==> src/verilog/dspcs_pkg.sv <==
// Shared constants and types of the dual slot power control sequencer
package dspcs_pkg;
  localparam int unsigned CLK_PERIOD_NS = 10;
  // Standby must stay valid this long before the reset cycle starts
  localparam int unsigned STBY_VALID_US = 500;
  localparam int unsigned STBY_VALID_CYC =
    (STBY_VALID_US * 1000 + CLK_PERIOD_NS - 1) / CLK_PERIOD_NS;
  localparam int unsigned POR_CNT_W = 16;
  // Length of the register clearing phase
  localparam logic [3:0] CLEAR_CYC = 4'h4;
  localparam int unsigned NUM_SLOTS = 2;
  localparam int unsigned NUM_MAIN = 4;
  typedef enum logic {
    DSPCS_MODE_PIN,
    DSPCS_MODE_BUS
  } dspcs_mode_t;
endpackage

==> src/verilog/dspcs_slot.sv <==
// One slot: main and aux turn-on gating and breaker latch
`timescale 1ns/1ps
module dspcs_slot (
  input wire logic clk,
  input wire logic srst,
  input wire logic run,
  input wire logic main_en,
  input wire logic main_en_edge,
  input wire logic aux_en,
  input wire logic inputs_ok,
  input wire logic trip,
  output logic main_on,
  output logic aux_on,
  output logic fault_set
);
  typedef struct packed {
    logic main_on;
    logic aux_on;
    logic tripped;
    logic fault_set;
  } dspcs_slot_st_t;

  dspcs_slot_st_t st_ff;
  dspcs_slot_st_t nxt_st;

  always_comb begin
    nxt_st = st_ff;
    nxt_st.fault_set = 1'b0;
    // Fresh enable edge re-arms after a breaker trip
    if (main_en_edge) begin
      nxt_st.tripped = 1'b0;
    end
    if (main_en && (trip || !inputs_ok) && st_ff.main_on) begin
      nxt_st.tripped = 1'b1;
      nxt_st.fault_set = 1'b1;
    end
    nxt_st.main_on = run && main_en && inputs_ok
      && !nxt_st.tripped && !trip;
    nxt_st.aux_on = run && aux_en;
    if (!run) begin
      nxt_st = '0;
    end
  end

  always_ff @(posedge clk) begin
    if (srst) begin
      st_ff <= '0;
    end else begin
      st_ff <= nxt_st;
    end
  end

  assign main_on = st_ff.main_on;
  assign aux_on = st_ff.aux_on;
  assign fault_set = st_ff.fault_set;
endmodule

==> src/verilog/dspcs_top.sv <==
// Top of the dual slot power control sequencer
`timescale 1ns/1ps
module dspcs_top (
  // Clock and reset
  input wire logic clk,
  input wire logic srst,
  // Standby status and power control mode
  input wire logic standby_supply_ok,
  input wire logic bus_power_mode,
  // Pin interface enables
  input wire logic slot0_main_enable_in,
  input wire logic slot1_main_enable_in,
  input wire logic slot0_aux_enable_in,
  input wire logic slot1_aux_enable_in,
  // Management bus side controls
  input wire logic [1:0] ctrl_main_bits,
  input wire logic [1:0] ctrl_aux_bits,
  input wire logic ctrl_write,
  input wire logic [1:0] fault_clear_wr,
  input wire logic int_mask,
  // Main supply and breaker status
  input wire logic [7:0] supply_ok,
  input wire logic [1:0] breaker_trip,
  // Sequencer status and slot drives
  output logic bus_ready,
  output logic regs_clear,
  output logic [1:0] slot_main_on,
  output logic [1:0] slot_aux_on,
  output logic [1:0] gate_drive_en,
  output logic [1:0] discharge_en,
  output logic [1:0] slot_fault_n,
  output logic int_n,
  output logic [1:0] fault_status
);
  typedef enum logic [1:0] {
    ST_WAIT,
    ST_CLEAR,
    ST_RUN
  } dspcs_state_t;

  typedef struct packed {
    // Sequencer phase and its shared timer
    dspcs_state_t state;
    logic [dspcs_pkg::POR_CNT_W-1:0] cnt;
    // Pin history, host controls and fault memory
    logic [1:0] pin_main_d;
    logic [1:0] ctrl_main;
    logic [1:0] ctrl_aux;
    logic [1:0] fstat;
    logic [1:0] pin_fault;
    // Registered outputs
    logic bus_ready;
    logic regs_clear;
    logic [1:0] main_on;
    logic [1:0] aux_on;
    logic [1:0] gate;
    logic [1:0] dis;
    logic [1:0] fault_n;
    logic int_n;
  } dspcs_st_t;

  dspcs_st_t st_ff;
  dspcs_st_t nxt_st;
  // Enable paths between the mode select and the slot cores
  logic [1:0] pin_main;
  logic [1:0] pin_aux;
  logic [1:0] eff_main;
  logic [1:0] eff_aux;
  logic [1:0] main_edge;
  logic [1:0] core_main;
  logic [1:0] core_aux;
  logic [1:0] core_fault;
  logic run;
  logic bus_mode;

  assign pin_main = {slot1_main_enable_in, slot0_main_enable_in};
  assign pin_aux = {slot1_aux_enable_in, slot0_aux_enable_in};
  assign run = (st_ff.state == ST_RUN);
  assign bus_mode = bus_power_mode;

  // Enable source follows the mode; the idle source is ignored
  always_comb begin
    if (bus_mode) begin
      eff_main = st_ff.ctrl_main;
      eff_aux = st_ff.ctrl_aux;
      main_edge = {2{ctrl_write && run}} & ctrl_main_bits;
    end else begin
      eff_main = pin_main;
      eff_aux = pin_aux;
      main_edge = pin_main & ~st_ff.pin_main_d;
    end
  end

  // One core per slot
  genvar gi;
  generate
    for (gi = 0; gi < dspcs_pkg::NUM_SLOTS; gi++) begin : g_slot
      dspcs_slot i_dspcs_slot (
        .clk(clk),
        .srst(srst),
        .run(run),
        .main_en(eff_main[gi]),
        .main_en_edge(main_edge[gi]),
        .aux_en(eff_aux[gi]),
        .inputs_ok(&supply_ok[gi*dspcs_pkg::NUM_MAIN +:
          dspcs_pkg::NUM_MAIN]),
        .trip(breaker_trip[gi]),
        .main_on(core_main[gi]),
        .aux_on(core_aux[gi]),
        .fault_set(core_fault[gi])
      );
    end
  endgenerate

  always_comb begin
    nxt_st = st_ff;
    nxt_st.regs_clear = 1'b0;
    nxt_st.pin_main_d = pin_main;
    case (st_ff.state)
      ST_WAIT: begin
        // Standby must hold without a break for the whole window
        if (!standby_supply_ok) begin
          nxt_st.cnt = '0;
        end else if (st_ff.cnt ==
            dspcs_pkg::POR_CNT_W'(dspcs_pkg::STBY_VALID_CYC - 1)) begin
          nxt_st.cnt = '0;
          nxt_st.state = ST_CLEAR;
        end else begin
          nxt_st.cnt = st_ff.cnt + 1'b1;
        end
      end
      ST_CLEAR: begin
        // Wipe host controls and fault memory
        nxt_st.regs_clear = 1'b1;
        nxt_st.ctrl_main = '0;
        nxt_st.ctrl_aux = '0;
        nxt_st.fstat = '0;
        nxt_st.pin_fault = '0;
        if (st_ff.cnt[3:0] == dspcs_pkg::CLEAR_CYC - 4'h1) begin
          nxt_st.cnt = '0;
          nxt_st.state = ST_RUN;
        end else begin
          nxt_st.cnt = st_ff.cnt + 1'b1;
        end
      end
      ST_RUN: begin
        // Control bits load only in bus mode
        if (ctrl_write && bus_mode) begin
          nxt_st.ctrl_main = ctrl_main_bits;
          nxt_st.ctrl_aux = ctrl_aux_bits;
        end
        // Write-one clears; a new fault in the same cycle wins
        nxt_st.fstat = (st_ff.fstat & ~fault_clear_wr)
          | core_fault;
        nxt_st.pin_fault = (st_ff.pin_fault & ~main_edge)
          | (core_fault & {2{!bus_mode}});
      end
      default: begin
        nxt_st.state = ST_WAIT;
        nxt_st.cnt = '0;
      end
    endcase
    // Any standby dropout restarts the whole sequence
    if (!standby_supply_ok) begin
      nxt_st = '0;
      nxt_st.state = ST_WAIT;
      nxt_st.pin_main_d = pin_main;
    end
    nxt_st.bus_ready = (nxt_st.state == ST_RUN);
    // Slot drives stay off outside the run phase, also while the slot
    // cores still hold their last state just after a standby dropout
    if (nxt_st.bus_ready) begin
      nxt_st.main_on = core_main;
      nxt_st.aux_on = core_aux;
      nxt_st.gate = core_main;
      nxt_st.dis = ~core_main;
    end else begin
      nxt_st.main_on = '0;
      nxt_st.aux_on = '0;
      nxt_st.gate = '0;
      nxt_st.dis = '1;
    end
    // The fault pin reports only faults of pin-enabled slots
    nxt_st.fault_n = ~nxt_st.pin_fault;
    // Interrupt follows pending status unless masked
    nxt_st.int_n = !((|nxt_st.fstat) && !int_mask);
  end

  // Reset leaves the slots off with their discharge switches closed
  always_ff @(posedge clk) begin
    if (srst) begin
      st_ff <= '0;
      st_ff.state <= ST_WAIT;
      st_ff.fault_n <= '1;
      st_ff.int_n <= 1'b1;
      st_ff.dis <= '1;
    end else begin
      st_ff <= nxt_st;
    end
  end

  // Every output is a register bit
  assign bus_ready = st_ff.bus_ready;
  assign regs_clear = st_ff.regs_clear;
  assign slot_main_on = st_ff.main_on;
  assign slot_aux_on = st_ff.aux_on;
  assign gate_drive_en = st_ff.gate;
  assign discharge_en = st_ff.dis;
  assign slot_fault_n = st_ff.fault_n;
  assign int_n = st_ff.int_n;
  assign fault_status = st_ff.fstat;
endmodule

==> config.mk <==
export PLATFORM = sky130hd
export DESIGN_NAME = dspcs_top
export DESIGN_NICKNAME = d
export VERILOG_FILES = /design/src/verilog/dspcs_pkg.sv /design/src/verilog/dspcs_slot.sv /design/src/verilog/dspcs_top.sv
export SDC_FILE = /design/constraint.sdc
export NUM_CORES = 1
export LEC_CHECK = 0
export BUFFER_PORTS_ARGS = -buffer_cell sky130_fd_sc_hd__buf_2
export CORE_ASPECT_RATIO = 1.4
export CORE_MARGIN = 2
export CORE_UTILIZATION = 50
export CTS_CLUSTER_DIAMETER = 150
export DETAILED_ROUTE_END_ITERATION = 8
export PLACE_DENSITY_LB_ADDON = 0.2
export SETUP_SLACK_MARGIN = 0.1
export SLEW_MARGIN = 30
export SYNTH_ARGS = -nofsm -noshare
export SYNTH_HDL_FRONTEND = slang
export SYNTH_SLANG_ARGS = --single-unit
==> constraint.sdc <==
create_clock -name clk -period 3.65 [get_ports clk]
set_input_delay 0.5475 -clock clk [delete_from_list [all_inputs] [get_ports clk]]
set_output_delay 0.5475 -clock clk [all_outputs]
set_load 0.02 [all_outputs]
# Word-level counts from Yosys, hierarchy flattened
# Cells that the tools add are included.
# Widths: inputs -> output; s select.
op_classes:
  addsub: 1
  multipliers: 0
  div: 0
  order_cmp: 0
  n_eq_ne: 6
  shifts: 0
  n_mux: 16
  bitwise: 15
  reduce_logical: 37
op_table:
  columns: ["cell", "count"]
  rows:
  - ["$pmux 18 s3", 1]
  - ["$mux 41", 1]
  - ["$mux 16", 2]
  - ["$logic_and 1x1->1", 17]
  - ["$add 16x1->16 const B", 1]
  - ["$eq 16x16->1 const B", 1]
  - ["$pmux 8 s2", 1]
  - ["$mux 2", 7]
  - ["$and 2x2->2", 5]
  - ["$not 2->2", 5]
  - ["$logic_not 1->1", 9]
  - ["$reduce_and 4->1", 2]
  - ["$reduce_or 2->1", 4]
  - ["$eq 2x2->1 const B", 2]
  - ["$eq 4x2->1 const B", 1]
  - ["$mux 4", 1]
  - ["$or 2x2->2", 2]
  - ["$mux 1", 3]
  - ["$not 1->1", 3]
  - ["$eq 2x1->1 const B", 1]
  - ["$logic_not 2->1", 1]
  - ["$logic_or 1x1->1", 2]
  - ["$ne 2x2->1 const B", 1]
  - ["$reduce_and 2->1", 1]
  - ["$reduce_bool 2->1", 1]
word_totals:
  reg_bits: 47
  latchBits: 0
  mem_bits_rw: 0
  mem_bits_ro: 0
  in_bits: 26
  mem_count: 0

# Longest topological paths before layout
# Gate-level depths: netlist of the first run.
logic_depth:
  depth_word: 12
  mapped_depth: 8
  depth_no_buf: 7

# Hierarchy
# A second synthesis of the first run with hierarchy kept.
unflattened:
  cells_unflattened: 250
  area_unflattened_um2: 2264.7
modules_own_cells:
  columns: ["module", "instances", "cells_each", "area_each_um2"]
  rows:
  - ["dspcs_top", 1, 224, 1929.4]
  - ["dspcs_slot", 2, 13, 167.7]

# Least setup slack after synthesis of the first run
# OpenSTA, ideal clock, no wires.
synth_path:
  kind: "reg2reg"
  from: "register st_ff[34] in the netlist's numbering"
  to: "register st_ff[38] in the netlist's numbering"
  arrival_ps: 1815
  required_ps: 3533
  slack_ps: 1719
  path_stages_with_launch: 7
  path_buffers: 1
  path_cell_list: "dfxtp_1 > or4b_4 > o41ai_4 > a21oi_2 > buf_6 > a21o_1 > a22o_1"
synth_via:
  elab_chain_len: 3
synth_lines:
  columns: ["element", "line_no", "rtl"]
  rows:
  - ["from (decl)", "dspcs_top.sv:62", "dspcs_st_t st_ff;"]
  - ["from (signal assigned)", "dspcs_top.sv:198", "st_ff <= nxt_st;"]
  - ["$add 16x1->16 or $eq 16x16->1 (tied branches)", "dspcs_top.sv:129, dspcs_top.sv:143, dspcs_top.sv:124", null]
  - ["$mux 16, on equally long branches", "dspcs_top.sv:139, dspcs_top.sv:124", null]
  - ["$pmux 18 s3 (*)", "dspcs_top.sv:119", "case (st_ff.state)"]
# Mark *: on every way between the ends. The rest lies on a longest branch, timed or not.
# A chain may end at the register's enable or synchronous reset.

# Worst setup path after layout of the first run
layout_path:
  from: "register st_ff[39] in the netlist's numbering"
  to: "register st_ff[33] in the netlist's numbering"
layout_via:
  elab_chain_len: 2
layout_lines:
  columns: ["element", "line_no"]
  rows:
  - ["$eq 2x2->1 (tied with other cells)", "dspcs_top.sv:119"]
  - ["$pmux 18 s3", "dspcs_top.sv:119"]
# Parallel ways exist; a longest one is shown, timed or not.

==> results of run 1 <==
[per-stage QoR]
step	power, mW	area [um2]	util (%)	setup slack (ps)
4_1_cts	0.922	2350	56.9	1440
6_report	0.909	2350	56.9	1430
5_1_grt	0.943	2350	56.9	1210
3_5_place_dp	0.563	2250	54.4	1330
3_3_place_gp	0.563	2250	54.4	1420
2_1_floorplan	0.545	2110	-	1720
[metal layers]
layer | global-route usage [%] | up-vias | routed length, um
met3 | 4.46 | 12 | 168
met4 | 9.32 | 0 | 116
met2 | 34.6 | 44 | 2120
met1 | 20.5 | 779 | 1730
met5 | 0 | - | 0
li1 | - | 875 | -
[area by class of cell]
cell class,count,share of cell area (%)
clock buffers,6,3.09
clock inverters,1,1.28
inverters,10,1.60
multi-input cells,161,43.1
flip-flops and latches,47,40.0
well taps,45,2.39
repair buffers,40,8.51
[power by group]
group | switching (mW) | internal (mW) | total (mW)
logic | 0.0179 | 0.0166 | 0.0345
clock network | 0.158 | 0.201 | 0.359
registers | 0.00135 | 0.514 | 0.516
total | 0.177 | 0.732 | 0.909
[cell families (layout without fill, tap and decap cells)]
logic type	after synthesis	after routing	share of synthesized area, %
mux	4	4	2.01
fa+ha+maj	5	5	2.96
xor+xnor	7	7	2.90
simple gates	105	105	25.1
flops	47	47	44.5
compound gates	40	40	15.0
buf+inv	28	57	7.46
[critical path, stage by stage (launching register included)]
cell	delay (ps)
dfxtp_1	330
inv_1	120
ha_1	560
inv_1	290
nor2_1	530
nor2_2	170
nor2_1	140
[flip-flops by register name, indices dropped and copies added (netlist names)]
register                       count
st_ff                             26
discharge_en                       2
fault_status                       2
g_slot.i_dspcs_slot.aux_on         2
g_slot.i_dspcs_slot.fault_set      2
g_slot.i_dspcs_slot.main_on        2
g_slot.i_dspcs_slot.st_ff          2
gate_drive_en                      2
slot_aux_on                        2
slot_fault_n                       2
bus_ready                          1
int_n                              1
regs_clear                         1
[cell usage after synthesis (3+ instances only)]
cell / count
nand2_1: 30
and2_1: 7
nor2b_1: 4
nand2b_1: 3
a21oi_1: 8
nor2_1: 23
or2_2: 3
ha_1: 5
dfxtp_1: 47
nand4_1: 11
o311ai_0: 4
o21ai_0: 3
buf_4: 12
xor2_1: 6
nor3_1: 3
clkbuf_1: 5
nand3_1: 10
inv_1: 10
[worst paths after layout]
| kind | cells after the start | from | endpoint | slack (ps) |
|---|---|---|---|---|
| worst min register to register | 1 | g_slot[1].i_dspcs_slot.main_on | discharge_en[1] | 420 |
| worst max-delay path | 6 | st_ff[39] | st_ff[33] | 1430 |
| worst max register to register | 6 | st_ff[39] | st_ff[33] | 1430 |
| worst min-delay path | 1 | g_slot[1].i_dspcs_slot.main_on | discharge_en[1] | 420 |
==> metrics, run 1 <==
CP endpoint kind=register; share of post-route cells with drive strength above 1=21.9%; synthesized cell area=2110 um2; final setup violation count=0; peak supply drop=204 uV; placed cell count=303; Hold Path Class=reg -> reg; largest net degree at the start of global routing=18; final slew viol count=0; Hold Violations, Final=0; max cap viols=0; Pre-antenna DRT Iters=4; critical path arrival=2440 ps; #FFs+latches synth=47; Ys Warns=0; most common cell after layout, fill and taps aside=dfxtp_1; Clock Pin Slew Worst Setup and Hold Paths=80 ps; drt initial violations=46; post-CTS resize count=0; Avg WL per Cell=13.3 um; most frequent cells in the layout=dfxtp_1, buf_2, nand2_1; setup TNS=0 ps; clk_lat worst skew=290 ps; total number of vias=1710; # H-tree levels=2; Seq/Total Area, Yosys=44.5%; Final min period=2220 ps; Synth area leaders=dfxtp_1, nand2_1, buf_4; number of I/O pins=41; CTS tree=yes; initial antenna violation count=0; startpoint type of the worst setup path=register; Pleak=0.905 nW; antenna cells=0; top_reg_cell synth=dfxtp_1; first-pass GRT wire length=7.03 mm; # rows=28; die width=58.9 um; share of the synthesized area in the top cell type=44.5%; fmax=0.451 GHz; critical path class=reg -> reg; Syn Inst Count=236; register area=941 um2; GP Congestion=0.845; # port buffers=40; CP max FO=17; CTS buffer count=5; core area=4130 um2; multi-input combinational cell area=1010 um2; Worst EP required=3870 ps; Die Footprint=4770 um2; RSZ-0062 raised after global routing=no; status=completed; Initial Utilization=51.1%; Vias per Instance=5.52; post-synth cell types=46; Post-CTS Setup Inserts=0; hpwl dp=3.22 mm; EDFF count, synth=0; Setup Skew=5.79 ps; power density over the cells=386 nW/um2; Num Clock Sinks=47; asr flop ratio synth=0%; Syn Nets=267; final cell count without fillers=310; Synth area leader=dfxtp_1; area grow syn2layout=11.3%; final worst-path cycle share=60.7%; number of global-route vias before repair=1653; GR Util All Layers=19.2%; WL final=4.14 mm; nets=296; slew margin rel.=60.3%; total grt overflow=0; worst hold slack=420 ps; Clock Tree Buf Depth=2; CTS Root Cell=clkbuf_8; CTS Hold Bufs=0; # DRC=0; Slew @ Worst Pin=596 ps; # fillers=393; Die Y=80.9 um; Detail Route Antenna Nets=0; syn_area_per_cell=8.95 um2
Power figures use the tool's default switching activity.
==> inputs of run 2 (changes only) <==
- ABC_AREA: default -> 1
- clock period: 3.65 -> 2.1 ns (I/O delays scaled with it)
==> metrics, run 2 <==
status=completed; power density over the cells=610 nW/um2; Avg WL per Cell=12.1 um; #FFs+latches synth=47; Clock Tree Buf Depth=2; xor/xnor share of the synthesized area=3.20%; Post-Synth Simple-Gate Area=29.2%; Synth area leaders=dfxtp_1, nor2_1, nand2_1; max reg flops=26; asr flop ratio synth=0%; multiplexer area fraction after synthesis=0%; core area=4200 um2; total grt overflow=0; Syn Nets=326; sequential power share=60.1%; Reg-to-Reg End=st_ff[33]; post-CTS resize count=0; max cap viols=0; area grow syn2layout=11.7%; RSZ-0062 raised after global routing=no; Pre-antenna DRT Iters=4; most common cell after layout, fill and taps aside=nor2_1; Vias per Instance=5.09; Worst R2R Path Depth=8; # port buffers=40; final worst-path cycle share=80.5%; CP endpoint kind=register; total number of vias=1907; fmax=0.591 GHz; critical path class=reg -> reg; Sw Pwr=0.340 mW; syn_area_per_cell=7.42 um2; most frequent cells in the layout=nor2_1, dfxtp_1, nand2_1; Post-CTS Setup Inserts=0; reg2reg start=st_ff[39]; Clock Pin Slew Worst Setup and Hold Paths=90 ps; largest net degree at the start of global routing=16; Post-synth top cells=nor2_1, dfxtp_1, nand2_1; peak supply drop=357 uV; EDFF count, synth=0; Logic pwr share=3.9%; Pleak=0.990 nW; Clk network pwr share=36.0%; min-delay src=int_mask; CTS Root Cell=clkbuf_8; Die Footprint=4930 um2; CTS tree=yes; Initial Utilization=52.1%; setup TNS=0 ps; most frequent cell after synthesis=nor2_1; WL final=4.54 mm; nets=360; Final min period=1690 ps; switching share of total power=22.8%; drt initial violations=73; number of global-route vias before repair=1824; Critical path origin=st_ff[39]; Die Y=82.3 um; startpoint type of the worst setup path=register; Setup Skew=9.88 ps; Slew @ Worst Pin=413 ps; largest family of logic cells by synthesized area=simple AND/OR/NAND/NOR gates; clk_lat worst skew=300 ps; number of I/O pins=41; Ys Warns=0; Detail Route Antenna Nets=0; hpwl dp=3.61 mm; CTS Hold Bufs=0; Reg2Reg Setup Slack=410 ps; slew margin rel.=72.3%; worst hold slack=199 ps; synthesized cell area=2190 um2; Seq/Total Area, Yosys=43.0%; Num Clock Sinks=47; critical path arrival=1890 ps; CTS buffer count=5; internal power=1.15 mW; GP Congestion=0.860; # fillers=421; final slew viol count=0; post-synth cell types=26; Post-Synth Adder-Cell Area=2.86%; share of post-route cells with drive strength above 1=19.7%; Final Power=1.49 mW; Synth area leader=dfxtp_1; # DRC=0; initial antenna violation count=0; GR Util All Layers=19.9%; Hold Violations, Final=0; top_reg_cell synth=dfxtp_1; CP endpoint=st_ff[33]; Hold Path Class=in -> reg; share of the synthesized area in the top cell type=43.0%; antenna cells=0; die width=59.9 um; final setup violation count=0; Synth Area in Compound Gates=10.8%; first-pass GRT wire length=7.51 mm; Syn Inst Count=295; # rows=28; Reg with most FFs=st_ff; CP max FO=15; # H-tree levels=2; Worst EP required=2300 ps
## run 2: cell count changes after synthesis, moves of 5 or more
| cell | change |
|---|---|
| nand2_2 | +6 |
| and2_1 | -7 |
| nand4_1 | -8 |
| a21oi_1 | +10 |
| nor2_1 | +28 |
| nand2_1 | +15 |
| o21ai_0 | +12 |
| inv_1 | +26 |
| clkbuf_1 | -5 |
| nand3_1 | +16 |
## run 2: layout make-up
type,instances,area [um2],share of cell area [%]
clock buffers,5,68.8,2.81
well taps,45,56.3,2.30
flip-flops and latches,47,941,38.5
clock inverters,3,20.0,0.819
inverters,36,135,5.53
multi-input cells,197,1010,41.2
repair buffers,42,215,8.80
## run 2: logic make-up after synthesis
group	count (synthesis)
DFF	47
and+or+nand+nor	142
adders and majority gates	5
AOI/OAI and AO/OA	42
xor gates and xnor gates	8
buffers and inverters	51
## run 2: worst min-delay path by stage
stage / end / slack [ps] / depth (start not counted)
detailed placement: slot_aux_on[1] / 400 / 2
finish: int_n / 200 / 2
global route: int_n / 200 / 2
global placement: slot_aux_on[1] / 400 / 2
floorplan: st_ff[21] / 390 / 1
CTS: int_n / 200 / 2
## run 2: critical path: stages, from the launching register on
cell     delay (ps)
dfxtp_1         370
inv_1            90
ha_1            260
buf_4           210
nor3_2          210
nand3_1         120
nor2_1          130
xnor2_1         130
nor2_1           50
## run 2: per-layer routing
layer	vias to the layer above	wire length (um)	global-route usage, %
met5	-	0	0
li1	997	-	-
met1	872	1770	19.8
met3	6	149	3.58
met4	0	49	5.78
met2	32	2570	40.3
## run 2: stage by stage
| stage | area, um2 | util [%] | std cells | worst slack, ps |
|---|---|---|---|---|
| after CTS | 2440 | 58.2 | 375 | 404 |
| after global placement | 2360 | 56.0 | 367 | 452 |
| after global routing | 2440 | 58.2 | 375 | 259 |
| final | 2440 | 58.2 | 375 | 409 |
| after floorplan | 2190 | - | 295 | 625 |
| after detailed placement | 2360 | 56.0 | 367 | 431 |
## run 2: power by group through the flow
stage | sequential [mW] | combinational (mW) | clock [mW]
6_report | 0.896 | 0.0585 | 0.537
4_1_cts | 0.896 | 0.0595 | 0.549
3_3_place_gp | 0.917 | 0.0587 | 0
2_1_floorplan | 0.917 | 0.0246 | 0
3_5_place_dp | 0.917 | 0.0592 | 0
5_1_grt | 0.897 | 0.0661 | 0.580
